<file path="config.mk">
export PLATFORM = sky130hd
export DESIGN_NAME = led_driver_control_registers
export DESIGN_NICKNAME = d
export VERILOG_FILES = /design/src/led_ctrl_pkg.sv /design/src/led_driver_control_registers.sv
export VERILOG_INCLUDE_DIRS = /design/src
export SDC_FILE = /design/constraint.sdc
export NUM_CORES = 1
export LEC_CHECK = 0
export ABC_AREA = 1
export BUFFER_PORTS_ARGS = -buffer_cell sky130_fd_sc_hd__buf_2
export CAP_MARGIN = 20
export CORE_ASPECT_RATIO = 0.7
export CORE_MARGIN = 1.5
export CORE_UTILIZATION = 25
export CTS_BUF_LIST = sky130_fd_sc_hd__clkbuf_4
export DETAILED_ROUTE_END_ITERATION = 16
export MAX_ROUTING_LAYER = met4
export SYNTH_ARGS = -nofsm -noshare
export SYNTH_HDL_FRONTEND = slang
export SYNTH_SLANG_ARGS = --single-unit
</file>
<file path="constraint.sdc">
create_clock -name clk_in -period 14.79 [get_ports clk_in]
set_input_delay 2.958 -clock clk_in [delete_from_list [all_inputs] [get_ports clk_in]]
set_output_delay 2.958 -clock clk_in [all_outputs]
set_load 0.02 [all_outputs]
</file>
<file path="src/led_ctrl_regs.svh">
`ifndef LED_CTRL_REGS_SVH
`define LED_CTRL_REGS_SVH

// ----------------------------------------------------------------
// serial target address and register indices
// ----------------------------------------------------------------
`define TARGET_ADDR        7'h76
`define IDX_CONTROL        8'h00
`define IDX_SERIAL_MODE    8'h01
`define IDX_PERIOD_LO      8'h04
`define IDX_PERIOD_MID     8'h05
`define IDX_PERIOD_HI      8'h06
`define IDX_DUTY           8'h07
`define IDX_MASK_LO        8'h08
`define IDX_MASK_HI        8'h09
`define IDX_CONVERTER      8'h14
`define IDX_LEVEL_FIRST    8'hF0
`define IDX_LEVEL_LAST     8'hF9
`define IDX_GLOBAL         8'hFA

// ----------------------------------------------------------------
// field positions
// ----------------------------------------------------------------
`define BIT_SW_ENABLE      0
`define BIT_POS_ENABLE     1
`define BIT_NEG_ENABLE     2
`define BIT_LOCK_SET       0
`define BIT_LOCK_CLEAR     1
`define BIT_ALL_OFF        5
`define BIT_FAIL_CLEAR     6
`define BIT_FLASH_SEQ      7

// ----------------------------------------------------------------
// reset values
// ----------------------------------------------------------------
`define RST_OVP            4'hF
`define RST_PERIOD         18'h00300
`define RST_DUTY           8'hFF
`define RST_MASK           10'h3FF
`define RST_RATE           2'h2
`define RST_LEVEL          8'hFF

// ----------------------------------------------------------------
// decode constants
// ----------------------------------------------------------------
`define OVP_MIN_CODE       4'h2
`define OVP_TOP_CODE       4'hF
`define OVP_BASE_V         7'h0B
`define OVP_STEP_V         7'h04
`define OVP_TOP_V          7'h3E
`define BOOST_BASE_KHZ     11'h096

`endif

</file>
<file path="src/led_ctrl_pkg.sv">
`default_nettype none
package led_ctrl_pkg;

  typedef enum logic [2:0] {
    ST_IDLE      = 3'h0,
    ST_ADDR      = 3'h1,
    ST_ACK_ADDR  = 3'h3,
    ST_INDEX     = 3'h2,
    ST_ACK_INDEX = 3'h6,
    ST_DATA      = 3'h7,
    ST_ACK_DATA  = 3'h5,
    ST_IGNORE    = 3'h4
  } serial_state_t;

  typedef logic [7:0] byte_t;

endpackage : led_ctrl_pkg
`default_nettype wire

</file>
<file path="src/led_driver_control_registers.sv">
// Overview of operation
// - software enable, reset 1, OR external pin
// - positive scaling input enable, reset 1
// - negative scaling input enable, reset 1
// - four-bit overvoltage code decoded to volts
// - lock set and clear bits for mode
// - eighteen-bit dimming period, reset 300 hex
// - eight-bit dimming duty, reset FF
// - ten-bit channel enable mask, reset 3FF
// - all-off bit forces every channel off
// - fail clear with channel enabled clears fail
// - strobe select: parallel or sequenced drive
// - two-bit converter rate, 150 to 1200 kHz
// - per-channel current level, reset FF
// - global current scale, reset FF
// - target answers serial address 76 hex
`timescale 1ns/1ps
`default_nettype none
`include "led_ctrl_regs.svh"

module led_driver_control_registers
  import led_ctrl_pkg::*;
(
  input  wire logic        clk_in,
  input  wire logic        nrst_in,
  input  wire logic        scl_in,
  input  wire logic        sda_in,
  output logic             sda_out,
  output logic             sda_oe_n_out,
  input  wire logic        ext_enable_in,
  input  wire logic [9:0]  channel_fail_in,
  output logic             chip_active_out,
  output logic             pos_scaling_on_out,
  output logic             neg_scaling_on_out,
  output logic [3:0]       overvoltage_code_out,
  output logic [6:0]       overvoltage_volts_out,
  output logic             serial_mode_lock_out,
  output logic [17:0]      dimming_period_out,
  output logic [7:0]       dimming_duty_out,
  output logic [9:0]       channel_on_out,
  output logic [9:0]       channel_failed_out,
  output logic             flash_sequence_out,
  output logic [1:0]       converter_rate_out,
  output logic [10:0]      converter_khz_out,
  output logic [79:0]      channel_level_out,
  output logic [7:0]       global_scale_out
);

  // ----------------------------------------------------------------
  // reset release
  // ----------------------------------------------------------------
  logic [1:0] rst_sync_r;
  logic       rst_n;

  always_ff @(posedge clk_in or negedge nrst_in)
  begin
    if (!nrst_in)
      rst_sync_r <= 2'h0;
    else
      rst_sync_r <= {rst_sync_r[0], 1'b1};
  end
  assign rst_n = rst_sync_r[1];

  // ----------------------------------------------------------------
  // decode functions
  // ----------------------------------------------------------------
  function automatic logic [6:0] ovp_volts(input logic [3:0] code);
    logic [6:0] steps;
    steps = {3'h0, code - `OVP_MIN_CODE};
    if (code < `OVP_MIN_CODE)
      ovp_volts = 7'h00;
    else if (code == `OVP_TOP_CODE)
      ovp_volts = `OVP_TOP_V;
    else
      ovp_volts = `OVP_BASE_V + 7'(steps * `OVP_STEP_V);
  endfunction : ovp_volts

  function automatic logic [10:0] rate_khz(input logic [1:0] code);
    rate_khz = `BOOST_BASE_KHZ << code;
  endfunction : rate_khz

  // ----------------------------------------------------------------
  // serial line sampling
  // ----------------------------------------------------------------
  logic scl_q_r;
  logic sda_q_r;
  logic scl_p_r;
  logic sda_p_r;
  logic scl_rise;
  logic scl_fall;
  logic start_seen;
  logic stop_seen;

  always_ff @(posedge clk_in or negedge rst_n)
  begin
    if (!rst_n)
    begin
      scl_q_r <= 1'b1;
      sda_q_r <= 1'b1;
      scl_p_r <= 1'b1;
      sda_p_r <= 1'b1;
    end
    else
    begin
      scl_q_r <= scl_in;
      sda_q_r <= sda_in;
      scl_p_r <= scl_q_r;
      sda_p_r <= sda_q_r;
    end
  end

  assign scl_rise   = scl_q_r & ~scl_p_r;
  assign scl_fall   = ~scl_q_r & scl_p_r;
  assign start_seen = scl_q_r & scl_p_r & sda_p_r & ~sda_q_r;
  assign stop_seen  = scl_q_r & scl_p_r & ~sda_p_r & sda_q_r;

  // ----------------------------------------------------------------
  // serial target state machine
  // ----------------------------------------------------------------
  serial_state_t state_r;
  logic [3:0]    bit_cnt_r;
  byte_t         shift_r;
  byte_t         index_r;
  byte_t         data_r;
  logic          wr_pulse_r;

  // only writes are served; a read address is left unanswered
  always_ff @(posedge clk_in or negedge rst_n)
  begin
    if (!rst_n)
    begin
      state_r      <= ST_IDLE;
      bit_cnt_r    <= 4'h0;
      shift_r      <= 8'h00;
      index_r      <= 8'h00;
      data_r       <= 8'h00;
      wr_pulse_r   <= 1'b0;
      sda_oe_n_out <= 1'b1;
    end
    else
    begin
      wr_pulse_r <= 1'b0;
      if (stop_seen)
      begin
        state_r      <= ST_IDLE;
        sda_oe_n_out <= 1'b1;
      end
      else if (start_seen)
      begin
        state_r      <= ST_ADDR;
        bit_cnt_r    <= 4'h0;
        sda_oe_n_out <= 1'b1;
      end
      else
      begin
        case (state_r)
          ST_ADDR, ST_INDEX, ST_DATA:
          begin
            if (scl_rise)
            begin
              shift_r   <= {shift_r[6:0], sda_q_r};
              bit_cnt_r <= bit_cnt_r + 4'h1;
            end
            // counts to eight, so the fall right after start is no byte end
            else if (scl_fall && bit_cnt_r == 4'h8)
            begin
              bit_cnt_r <= 4'h0;
              if (state_r == ST_ADDR && shift_r == {`TARGET_ADDR, 1'b0})
              begin
                state_r      <= ST_ACK_ADDR;
                sda_oe_n_out <= 1'b0;
              end
              else if (state_r == ST_ADDR)
                state_r <= ST_IGNORE;
              else if (state_r == ST_INDEX)
              begin
                index_r      <= shift_r;
                state_r      <= ST_ACK_INDEX;
                sda_oe_n_out <= 1'b0;
              end
              else
              begin
                data_r       <= shift_r;
                state_r      <= ST_ACK_DATA;
                sda_oe_n_out <= 1'b0;
              end
            end
          end
          ST_ACK_ADDR:
          begin
            if (scl_fall)
            begin
              state_r      <= ST_INDEX;
              sda_oe_n_out <= 1'b1;
            end
          end
          ST_ACK_INDEX:
          begin
            if (scl_fall)
            begin
              state_r      <= ST_DATA;
              sda_oe_n_out <= 1'b1;
            end
          end
          ST_ACK_DATA:
          begin
            // one data byte per write; further bytes go unanswered
            if (scl_fall)
            begin
              state_r      <= ST_IGNORE;
              sda_oe_n_out <= 1'b1;
              wr_pulse_r   <= 1'b1;
            end
          end
          ST_IDLE, ST_IGNORE:
            sda_oe_n_out <= 1'b1;
          default:
            state_r <= ST_IDLE;
        endcase
      end
    end
  end

  // line is only ever pulled low
  always_ff @(posedge clk_in or negedge rst_n)
  begin
    if (!rst_n)
      sda_out <= 1'b0;
    else
      sda_out <= 1'b0;
  end

  // ----------------------------------------------------------------
  // register bank
  // ----------------------------------------------------------------
  logic        sw_enable_r;
  logic        pos_enable_r;
  logic        neg_enable_r;
  logic [3:0]  ovp_r;
  logic        lock_set_r;
  logic        lock_clear_r;
  logic [17:0] period_r;
  byte_t       duty_r;
  logic [9:0]  mask_r;
  logic        all_off_r;
  logic        fail_clear_r;
  logic        flash_r;
  logic [1:0]  rate_r;
  byte_t       level_r [10];
  byte_t       global_r;
  logic [3:0]  level_sel;

  assign level_sel = index_r[3:0];

  // reserved bits are dropped on write
  always_ff @(posedge clk_in or negedge rst_n)
  begin
    if (!rst_n)
    begin
      sw_enable_r  <= 1'b1;
      pos_enable_r <= 1'b1;
      neg_enable_r <= 1'b1;
      ovp_r        <= `RST_OVP;
      lock_set_r   <= 1'b0;
      lock_clear_r <= 1'b0;
      period_r     <= `RST_PERIOD;
      duty_r       <= `RST_DUTY;
      mask_r       <= `RST_MASK;
      all_off_r    <= 1'b0;
      fail_clear_r <= 1'b0;
      flash_r      <= 1'b0;
      rate_r       <= `RST_RATE;
      global_r     <= `RST_LEVEL;
      for (int i = 0; i < 10; i++)
        level_r[i] <= `RST_LEVEL;
    end
    else if (wr_pulse_r)
    begin
      case (index_r)
        `IDX_CONTROL:
        begin
          sw_enable_r  <= data_r[`BIT_SW_ENABLE];
          pos_enable_r <= data_r[`BIT_POS_ENABLE];
          neg_enable_r <= data_r[`BIT_NEG_ENABLE];
          ovp_r        <= data_r[7:4];
        end
        `IDX_SERIAL_MODE:
        begin
          lock_set_r   <= data_r[`BIT_LOCK_SET];
          lock_clear_r <= data_r[`BIT_LOCK_CLEAR];
        end
        `IDX_PERIOD_LO:  period_r[5:0]   <= data_r[5:0];
        `IDX_PERIOD_MID: period_r[11:6]  <= data_r[5:0];
        `IDX_PERIOD_HI:  period_r[17:12] <= data_r[5:0];
        `IDX_DUTY:       duty_r          <= data_r;
        `IDX_MASK_LO:    mask_r[4:0]     <= data_r[4:0];
        `IDX_MASK_HI:
        begin
          mask_r[9:5]  <= data_r[4:0];
          all_off_r    <= data_r[`BIT_ALL_OFF];
          fail_clear_r <= data_r[`BIT_FAIL_CLEAR];
          flash_r      <= data_r[`BIT_FLASH_SEQ];
        end
        `IDX_CONVERTER:  rate_r   <= data_r[1:0];
        `IDX_GLOBAL:     global_r <= data_r;
        default:
        begin
          if (index_r >= `IDX_LEVEL_FIRST && index_r <= `IDX_LEVEL_LAST)
            level_r[level_sel] <= data_r;
        end
      endcase
    end
  end

  // ----------------------------------------------------------------
  // mode lock and channel fail latches
  // ----------------------------------------------------------------
  logic       lock_r;
  logic [9:0] fail_r;
  logic [9:0] fail_release;

  // fail clears only on channels enabled again; a new fault wins
  assign fail_release = fail_clear_r && !all_off_r ? mask_r : 10'h000;

  always_ff @(posedge clk_in or negedge rst_n)
  begin
    if (!rst_n)
    begin
      lock_r <= 1'b0;
      fail_r <= 10'h000;
    end
    else
    begin
      if (lock_clear_r)
        lock_r <= 1'b0;
      else if (lock_set_r)
        lock_r <= 1'b1;
      fail_r <= channel_fail_in | (fail_r & ~fail_release);
    end
  end

  // ----------------------------------------------------------------
  // registered outputs
  // ----------------------------------------------------------------
  always_ff @(posedge clk_in or negedge rst_n)
  begin
    if (!rst_n)
    begin
      chip_active_out       <= 1'b0;
      pos_scaling_on_out    <= 1'b0;
      neg_scaling_on_out    <= 1'b0;
      overvoltage_code_out  <= 4'h0;
      overvoltage_volts_out <= 7'h00;
      serial_mode_lock_out  <= 1'b0;
      dimming_period_out    <= 18'h00000;
      dimming_duty_out      <= 8'h00;
      channel_on_out        <= 10'h000;
      channel_failed_out    <= 10'h000;
      flash_sequence_out    <= 1'b0;
      converter_rate_out    <= 2'h0;
      converter_khz_out     <= 11'h000;
      channel_level_out     <= 80'h0;
      global_scale_out      <= 8'h00;
    end
    else
    begin
      chip_active_out       <= sw_enable_r | ext_enable_in;
      pos_scaling_on_out    <= pos_enable_r;
      neg_scaling_on_out    <= neg_enable_r;
      overvoltage_code_out  <= ovp_r;
      overvoltage_volts_out <= ovp_volts(ovp_r);
      serial_mode_lock_out  <= lock_r;
      dimming_period_out    <= period_r;
      dimming_duty_out      <= duty_r;
      channel_on_out        <= all_off_r ? 10'h000 : mask_r & ~fail_r;
      channel_failed_out    <= fail_r;
      flash_sequence_out    <= flash_r;
      converter_rate_out    <= rate_r;
      converter_khz_out     <= rate_khz(rate_r);
      global_scale_out      <= global_r;
      for (int i = 0; i < 10; i++)
        channel_level_out[i*8 +: 8] <= level_r[i];
    end
  end

  // ----------------------------------------------------------------
  // assertions
  // ----------------------------------------------------------------
  AST_CHIP_ACTIVE: assert property (@(posedge clk_in) disable iff (!rst_n)
    !$past(sw_enable_r) && !$past(ext_enable_in) |-> !chip_active_out)
    else $error("chip active without any enable");
  AST_ALL_OFF: assert property (@(posedge clk_in) disable iff (!rst_n)
    all_off_r |=> channel_on_out == 10'h000)
    else $error("channel on while all off");
  AST_MASK: assert property (@(posedge clk_in) disable iff (!rst_n)
    ##1 (channel_on_out & ~$past(mask_r)) == 10'h000)
    else $error("masked channel driven");
  AST_ADDR_ACK: assert property (@(posedge clk_in) disable iff (!rst_n)
    $fell(sda_oe_n_out) && state_r == ST_ACK_ADDR |-> shift_r[7:1] == `TARGET_ADDR)
    else $error("acknowledged wrong address");
  AST_WRITE_AFTER_ACK: assert property (@(posedge clk_in) disable iff (!rst_n)
    wr_pulse_r |-> $past(state_r) == ST_ACK_DATA && state_r == ST_IGNORE)
    else $error("write not after data acknowledge");
  AST_LOCK: assert property (@(posedge clk_in) disable iff (!rst_n)
    lock_set_r && !lock_clear_r |=> ##1 serial_mode_lock_out)
    else $error("lock not taken");
  AST_FAIL_CLEAR: assert property (@(posedge clk_in) disable iff (!rst_n)
    fail_clear_r && !all_off_r |=> (fail_r & $past(mask_r) & ~$past(channel_fail_in)) == 10'h000)
    else $error("fail not cleared");
  AST_FAIL_SET: assert property (@(posedge clk_in) disable iff (!rst_n)
    ##1 ($past(channel_fail_in) & ~fail_r) == 10'h000)
    else $error("fault lost against clear");
  AST_BOOST: assert property (@(posedge clk_in) disable iff (!rst_n)
    ##1 $past(rate_r) == 2'h3 |-> converter_khz_out == 11'h4B0)
    else $error("top converter rate wrong");
  AST_OVP: assert property (@(posedge clk_in) disable iff (!rst_n)
    ovp_r == 4'h3 |=> overvoltage_volts_out == 7'h0F)
    else $error("overvoltage decode wrong");
  AST_DEFAULTS: assert property (@(posedge clk_in) disable iff (!rst_n)
    !$past(rst_n) |-> period_r == `RST_PERIOD && duty_r == `RST_DUTY && mask_r == `RST_MASK)
    else $error("defaults missing after reset");

  COV_WRITE: cover property (@(posedge clk_in) disable iff (!rst_n) wr_pulse_r);
  COV_ALL_OFF: cover property (@(posedge clk_in) disable iff (!rst_n) $rose(all_off_r));
  COV_LOCK: cover property (@(posedge clk_in) disable iff (!rst_n) $rose(serial_mode_lock_out));

endmodule : led_driver_control_registers
`default_nettype wire

</file>
==> metrics.csv, run 1 <==
metric,value,unit
io_buffers,177,
ios,180,
r2r_cells,2,
drive_above_1_share,36.3,%
status,"complete, no violations",
cts.hold.buffers_added,0,
grt_max_degree,82,
worstPathMaxFanout,2,
max-slew-margin-rel,27.3,%
dp.final_hpwl,17.8,mm
worstMarginPinSlew,1090,ps
synthToLayoutAreaGrowth,23.4,%
via_count,7575,
reg2reg_from,rst_sync_r[1]$_DFF_PN0_,
rows,66,
cp_slowest_cell,dfstp_2,
hold_class,flip-flop to flip-flop,
dieWidth,261,um
grtUsageTotal,12.4,%
r2r_setup_slack,12170,ps
floorplan.die_area,48000,um^2
register_area,8860,um^2
numCtsBuffers,88,
worst_ep_arrival_time,1470,ps
cp-end-kind,output port,
cts_root_buffer,clkbuf_4,
grt_pass1_vias,7584,
fin_worst_skew,70.8,ps
yosysSeqAreaShare,75.9,%
slew_violations,0,
syn_avg_cell_area,12.2,um^2
r2r_end,overvoltage_code_out[1]$_DFF_PN0_,
critPathMaxStageDelay,530,ps
rsz0062_at_grt,no,
min_from,level_r[58]$_DFFE_PN1P_,
tritoncts,built,
grt_overflow_total,0,
worst-path-buf-inv,1,
fillers,4728,
cts-htree-levels,3,
ys.warnings.count,0,
p_leak,6.77,nW
finalCritPeriodShare,30.0,%
setup_viol,0,
yosysUniqueCellTypes,28,
nNetsFinal,1218,
worstHoldPathCells,0,
grt_pass1_wl,43.3,mm
setup-tns-final,0,ps
cts.clk_slew.worst_paths,70,ps
required,11830,ps
avgRoutedWirePerCell,15.0,um
antenna_found_initial,5,
synth_top_area_share,48.6,%
hold_violations,0,
drt-total-wl,28.3,mm
cts_setup_buffers,0,
setup.worst_path.start_class,flip-flop,
clk_path_buf_depth,3,
path_cells,buf_2,
multiInputGateArea,2340,um^2
fin_util,31.2,%
clkLatencyLatePin,830,ps
ant_nets,0,
synthTopCellsByArea,"dfrtp_1 (49%), dfstp_2 (27%), o21ai_0 (7.4%)",
start_util,25.3,%
die_h,184,um
max_freq,0.226,GHz
drt_iter0_drc,482,
min_period,4430,ps
ir_drop,53.0,uV
drt-vias-per-instance,4.01,
yosysTopAreaCell,dfrtp_1,
crit_type,flip-flop to output port,
drv_cap,0,
hold_end,channel_level_out[18]$_DFF_PN0_,
power_density,134,nW/um^2
cp_top_family,flip-flops,
synthCells,957,
ys_ff_latch,348,
gp_congestion,0.775,
clock-sinks,348,
fp.coreArea,46200,um^2
syn_area,11700,um^2
cts_resized,0,
drc_errors,0,
dr.pass1.iters,5,
[layout make-up]
class / count / share of cell area, %
Antenna cell: 7 / 0.122
Clock buffer: 137 / 7.14
Clock inverter: 28 / 1.21
Inverter: 65 / 1.69
Multi-Input combinational cell: 506 / 16.2
Sequential cell: 348 / 61.5
Tap cell: 612 / 5.31
Timing Repair Buffer: 184 / 6.79
[where the power goes]
group	total [mW]	switching, mW	internal [mW]
sequential	0.990	0.0185	0.971
clock	0.848	0.402	0.446
combinational	0.0906	0.0640	0.0267
[synth_stat cells, drive strengths merged]
cell type	count
ha	9
nor2	26
nand2	229
or2	3
nor4	1
inv	64
buf	16
xnor2	2
dfrtp	227
o21ai	180
fa	1
clkinv	1
conb	2
and2	1
nor3	14
nand4	4
nand3	25
a21oi	2
dfstp	121
clkbuf	23
and3	1
nand3b	2
xor2	3
[logic make-up after synthesis]
logic type               share of synthesized area, %
flip-flops                                       75.9
AND/OR/NAND/NOR                                  10.6
AO/OA/AOI/OAI                                    7.80
buffers and inverters                            4.14
adder cells (fa/ha/maj)                          1.14
XOR/XNOR                                        0.375
other                                          0.0643
[sequential cells by signal, summed over array words and instances, names as in the netlist, 2 cells and up]
| register | count |
|---|---|
| channel_on_out | 10 |
| rst_sync_r | 2 |
| bit_cnt_r | 4 |
| mask_r | 10 |
| duty_r | 8 |
| dimming_duty_out | 8 |
| overvoltage_code_out | 4 |
| fail_r | 10 |
| period_r | 18 |
| channel_level_out | 80 |
| channel_failed_out | 10 |
| data_r | 8 |
| index_r | 8 |
| dimming_period_out | 18 |
| global_scale_out | 8 |
| level_r | 80 |
| global_r | 8 |
| converter_khz_out | 9 |
| rate_r | 2 |
| shift_r | 8 |
| ovp_r | 4 |
| overvoltage_volts_out | 7 |
| state_r | 3 |
[placed cells by master, fill, tap and decap left out, types with 2 or more instances in the layout]
master      n
nand2_1   229
dfrtp_1   226
buf_2     177
o21ai_0   172
clkbuf_4  137
dfstp_2   121
inv_1      63
nor2_1     26
nand3_1    25
clkinv_1   17
nor3_1     13
ha_1        9
o21ai_1     8
diode_2     7
buf_4       5
nand4_1     4
clkinv_4    4
clkinv_2    4
xor2_1      3
or2_2       3
conb_1      3
xnor2_1     2
a21oi_1     2
nand3b_1    2
inv_6       2
buf_16      2
[how the worst max path moves through the flow]
stage	startpoint	end	slack, ps	depth (start not counted)
6_report	sda_oe_n_out$_DFFE_PN1P_	sda_oe_n_out	10360	1
5_1_grt	sda_oe_n_out$_DFFE_PN1P_	sda_oe_n_out	10200	1
4_1_cts	sda_oe_n_out$_DFFE_PN1P_	sda_oe_n_out	10220	1
3_5_place_dp	sda_oe_n_out$_DFFE_PN1P_	sda_oe_n_out	11160	1
3_3_place_gp	sda_oe_n_out$_DFFE_PN1P_	sda_oe_n_out	11160	1
2_1_floorplan	rst_sync_r[1]$_DFF_PN0_	all_off_r$_DFFE_PN0P_	4580	0
[metrics by stage]
stage / instance area, um^2 / total power [mW] / instances / hold slack [ps] / worst slack, ps
floorplan: 11700 / 1.07 / 958 / 331 / 4580
global placement: 13100 / 1.09 / 1713 / 340 / 11160
detailed placement: 13200 / 1.10 / 1714 / 336 / 11160
CTS: 14400 / 1.97 / 1879 / 357 / 10220
global route: 14400 / 2.04 / 1887 / 363 / 10200
finish: 14400 / 1.93 / 1887 / 356 / 10360
[per-layer routing]
layer / track usage, % / vias up / part of all wire [%]
met5: - / - / 0
met4: 4.67 / 0 / 2.0
met3: 4.31 / 50 / 6.3
met2: 17.2 / 227 / 44
met1: 16.5 / 3676 / 48
li1: - / 3622 / -
Note: power is estimated with default switching activity, not from simulation.
==> inputs of run 2 (changes only) <==
==> constraint.sdc (replaced) <==
create_clock -name clk_in -period 3.59 [get_ports clk_in]
set_input_delay 0.718 -clock clk_in [delete_from_list [all_inputs] [get_ports clk_in]]
set_output_delay 0.718 -clock clk_in [all_outputs]
set_load 0.02 [all_outputs]
==> run 2 against run 1 <==
Compared with the run above: critical path depth is the same; power rose to 4.1 times the previous value; highest routed layer unchanged; design area up 0.50%; clock skew fell by 19 ps; count of clock-buffer cells in the layout shrank 6; combinational power increased to 4.2 times the previous value; register-to-register slack lost 11000 ps; first-iteration DRC count increased by 16%; critical path type unchanged; flip-flop and latch count did not move; clock power increased to 4.2 times the previous value; die area did not move; global-route usage about the same.
==> metrics.csv, run 2 (synthesis gave the netlist of run 1 again) <==
metric,value,unit
status,"complete, no violations",
worstMarginPinSlew,1090,ps
worstPathMaxFanout,2,
final_cells,1887,
required,2870,ps
clkLatencyLatePin,790,ps
place_ws,1660,ps
max_freq,0.458,GHz
multiInputGateArea,2340,um^2
worst_ep_arrival_time,1460,ps
hold_class,input port to flip-flop,
clock-sinks,348,
mostFrequentLayoutCell,nand2_1,
dp.final_hpwl,17.8,mm
drv_cap,0,
nNetsFinal,1221,
cts_resized,0,
cts_root_buffer,clkbuf_4,
fp.coreArea,46200,um^2
tritoncts,built,
setup-tns-final,0,ps
r2r_setup_slack,1660,ps
hold_violations,0,
path_cells,buf_2,
fin_worst_skew,52.1,ps
slew_violations,0,
avgRoutedWirePerCell,15.0,um
p_leak,6.79,nW
rows,66,
final_cell_mix,"nand2_1 (229), dfrtp_1 (226), buf_2 (177), o21ai_0 (172), clkbuf_4 (131)",
ios,180,
register_area,8860,um^2
cts.clk_slew.worst_paths,70,ps
setup_viol,0,
critPathMaxStageDelay,530,ps
cp_slowest_cell,dfstp_2,
max-slew-margin-rel,27.2,%
total_power,7.97,mW
fillers,4727,
grt_overflow_total,0,
via_count,7516,
start_util,25.3,%
grtUsageTotal,12.4,%
antenna_found_initial,3,
synthToLayoutAreaGrowth,24.0,%
cp-end-kind,output port,
cts-htree-levels,3,
largestRegisters,"channel_level_out: 80 flops, level_r: 80 flops",
grt_pass1_wl,43.0,mm
drt-total-wl,28.3,mm
cts_setup_buffers,0,
crit_type,flip-flop to output port,
gp_congestion,0.800,
drt_iter0_drc,557,
worst-path-buf-inv,1,
dr.pass1.iters,5,
die_h,184,um
min_period,2180,ps
drive_above_1_share,35.9,%
power_density,550,nW/um^2
ir_drop,206,uV
cts.hold.buffers_added,3,
dpl.cell_count,1716,
finalCritPeriodShare,60.8,%
drc_errors,0,
setup.worst_path.start_class,flip-flop,
floorplan.die_area,48000,um^2
cp_top_family,flip-flops,
rsz0062_at_grt,no,
ant_nets,0,
fin_util,31.3,%
numCtsBuffers,87,
clk_path_buf_depth,3,
io_buffers,177,
grt_pass1_vias,7319,
drt-vias-per-instance,3.98,
dieWidth,261,um
finalWorstSetupSlack,1410,ps
grt_max_degree,118,
==> run 2: final timing paths <==
path | from | to | cells after the start
setup / recovery | sda_oe_n_out$_DFFE_PN1P_ | sda_oe_n_out | 1
hold / removal | channel_fail_in[7] | fail_r[7]$_DFF_PN0_ | 3
setup reg to reg | wr_pulse_r$_DFF_PN0_ | level_r[3]$_DFFE_PN1P_ | 4
hold reg to reg | rst_sync_r[1]$_DFF_PN0_ | channel_level_out[79]$_DFF_PN0_ | 0
max in group asynchronous | rst_sync_r[1]$_DFF_PN0_ | period_r[5]$_DFFE_PN0P_ | 1
min in group asynchronous | rst_sync_r[1]$_DFF_PN0_ | channel_level_out[79]$_DFF_PN0_ | 0
==> run 2: report_power, final <==
| group | switching [mW] | total, mW | internal, mW |
|---|---|---|---|
| Sequential | 0.0688 | 4.07 | 4.00 |
| Combinational | 0.265 | 0.379 | 0.114 |
| Clock | 1.62 | 3.52 | 1.90 |
| Total | 1.95 | 7.97 | 6.02 |
==> run 2: per-stage QoR <==
stage | hold slack (ps) | cell area (um^2)
2_1_floorplan | 331 | 11700
3_3_place_gp | 266 | 13200
3_5_place_dp | 261 | 13200
4_1_cts | 11.3 | 14500
5_1_grt | 12.0 | 14500
6_report | 116 | 14500
==> run 2: cell type report <==
type                            instances  share of cell area, %
Antenna cell                            6                  0.104
Clock buffer                          131                   6.79
Clock inverter                         31                   1.51
Inverter                               65                   1.68
Multi-Input combinational cell        506                   16.2
Sequential cell                       348                   61.2
Tap cell                              612                   5.29
Timing Repair Buffer                  188                   7.27
==> run 2: metal layers <==
| metal | wire length, um | share of wire, % | track usage (%) |
|---|---|---|---|
| met5 | 0 | 0 | - |
| met4 | 512 | 1.8 | 4.16 |
| met3 | 1760 | 6.2 | 4.09 |
| met2 | 12200 | 43 | 17.2 |
| met1 | 13900 | 49 | 17.0 |
==> inputs of run 3 (changes only) <==
==> constraint.sdc (replaced) <==
create_clock -name clk_in -period 2.2 [get_ports clk_in]
set_input_delay 0.44 -clock clk_in [delete_from_list [all_inputs] [get_ports clk_in]]
set_output_delay 0.44 -clock clk_in [all_outputs]
set_load 0.02 [all_outputs]
==> run 3 against run 2 <==
Compared with the run above: flip-flop and latch count is the same; clock power grew 58%; via count grew 2.5%; core utilization grew 0.43 points; critical path depth is the same; sequential power grew 63%; first-iteration DRC count grew 17%; sequential share of layout area shrank 0.83 points; critical path type unchanged; largest power group unchanged; highest routed layer unchanged.
==> metrics.csv, run 3 (synthesis gave the netlist of run 1 again) <==
metric,value,unit
rows,66,
cts_root_buffer,clkbuf_4,
required,1760,ps
dpl.cell_count,1740,
synthToLayoutAreaGrowth,25.7,%
cp_slowest_cell,dfstp_2,
dp.final_hpwl,18.7,mm
numCtsBuffers,90,
p_switching,3.20,mW
drt_iter0_drc,650,
slew_violations,0,
antenna_found_initial,3,
path_cells,buf_2,
power_frac_seq,51.6,%
drive_above_1_share,36.6,%
cp-end-kind,output port,
register_area,8860,um^2
setup_viol,0,
grt_pass1_vias,7710,
rsz0062_at_grt,no,
crit_type,flip-flop to output port,
setup.worst_path.start_class,flip-flop,
via_count,7703,
finalWorstSetupSlack,268,ps
worst-path-buf-inv,1,
ant_nets,0,
max_freq,0.518,GHz
hold_violations,0,
mostFrequentLayoutCell,nand2_1,
cts.clk_slew.worst_paths,70,ps
worstPathMaxFanout,2,
drc_errors,0,
avgRoutedWirePerCell,15.1,um
fp.coreArea,46200,um^2
largestRegisters,"channel_level_out: 80 flops, level_r: 80 flops",
gp_congestion,0.801,
cts.hold.buffers_added,15,
critPathMaxStageDelay,530,ps
dr.pass1.iters,4,
total_power,12.8,mW
clock_power_share,43.3,%
hold_class,flip-flop to flip-flop,
cts-htree-levels,3,
worst_ep_arrival_time,1490,ps
cp_top_family,flip-flops,
io_buffers,177,
clk_path_buf_depth,3,
fin_area,14700,um^2
worstMarginPinSlew,750,ps
grt_max_degree,118,
grt_pass1_wl,44.3,mm
place_ws,285,ps
final_cells,1921,
tritoncts,built,
post_dp_cell_area,13400,um^2
multiInputGateArea,2340,um^2
status,"complete, no violations",
dieWidth,261,um
nNetsFinal,1260,
pwr-share-comb,5.1,%
drt-vias-per-instance,4.01,
p_leak,6.91,nW
clkLatencyLatePin,790,ps
min_period,1930,ps
drt-total-wl,29.0,mm
fin_worst_skew,62.5,ps
ir_drop,301,uV
clock-sinks,348,
swShare,24.9,%
power_density,875,nW/um^2
grtUsageTotal,12.7,%
final_cell_mix,"nand2_1 (229), dfrtp_1 (226), buf_2 (177), o21ai_0 (172), clkbuf_4 (134)",
finalCritPeriodShare,87.8,%
cts_setup_buffers,0,
fillers,4706,
cts_resized,0,
ios,180,
start_util,25.3,%
die_h,184,um
worst_hold_slack,356,ps
p_int,9.64,mW
max-slew-margin-rel,49.9,%
grt_overflow_total,0,
floorplan.die_area,48000,um^2
drv_cap,0,
run 3: changes by cell type in the layout (fill, tap and decap cells not counted), sizes merged:
| cell | change |
|---|---|
| dlygate4sd3 | +12 |
| diode | -4 |
| bufinv | -2 |
| clkbuf | +3 |
| clkinvlp | -2 |
| buf | +24 |
| clkinv | +4 |
| inv | -1 |
run 3: path summary, 6_finish.rpt:
path	from	endpoint	slack, ps	cells after the start
worst max-delay path	sda_oe_n_out$_DFFE_PN1P_	sda_oe_n_out	270	1
worst min-delay path	rst_sync_r[0]$_DFF_PN0_	rst_sync_r[1]$_DFF_PN0_	360	0
worst max register to register	index_r[3]$_DFFE_PN0P_	duty_r[4]$_DFFE_PN1P_	340	5
worst min register to register	rst_sync_r[0]$_DFF_PN0_	rst_sync_r[1]$_DFF_PN0_	360	0
max in group asynchronous	rst_sync_r[1]$_DFF_PN0_	scl_q_r$_DFF_PN1_	1110	2
min in group asynchronous	rst_sync_r[1]$_DFF_PN0_	channel_level_out[40]$_DFF_PN0_	370	1
run 3: power groups by stage:
stage / clock network [mW] / registers, mW / logic [mW]
after floorplan: 0 / 6.81 / 0.361
after detailed placement: 0 / 6.74 / 0.647
final: 5.56 / 6.63 / 0.659
after global routing: 6.17 / 6.64 / 0.796
after CTS: 5.82 / 6.63 / 0.675
after global placement: 0 / 6.73 / 0.626
run 3: area by class of cell:
class,count,area share (%)
Clock buffer,134,6.85
Sequential cell,348,60.4
Inverter,65,1.66
Tap cell,612,5.22
Timing Repair Buffer,224,8.95
Antenna cell,2,0.0341
Multi-Input combinational cell,506,15.9
Clock inverter,30,0.988
run 3: layer usage:
| layer | wire [um] | GRT usage, % | share of wire (%) |
|---|---|---|---|
| met5 | 0 | - | 0 |
| met4 | 563 | 4.87 | 1.9 |
| met3 | 1830 | 4.12 | 6.3 |
| met2 | 12600 | 17.5 | 43 |
| met1 | 14100 | 17.1 | 48 |
run 3: per-stage QoR:
step | utilization [%] | TNS, ps
6_report | 31.8 | 0
5_1_grt | 31.8 | 0
4_1_cts | 31.7 | 0
3_5_place_dp | 28.9 | 0
3_3_place_gp | 28.9 | 0
2_1_floorplan | - | -309250
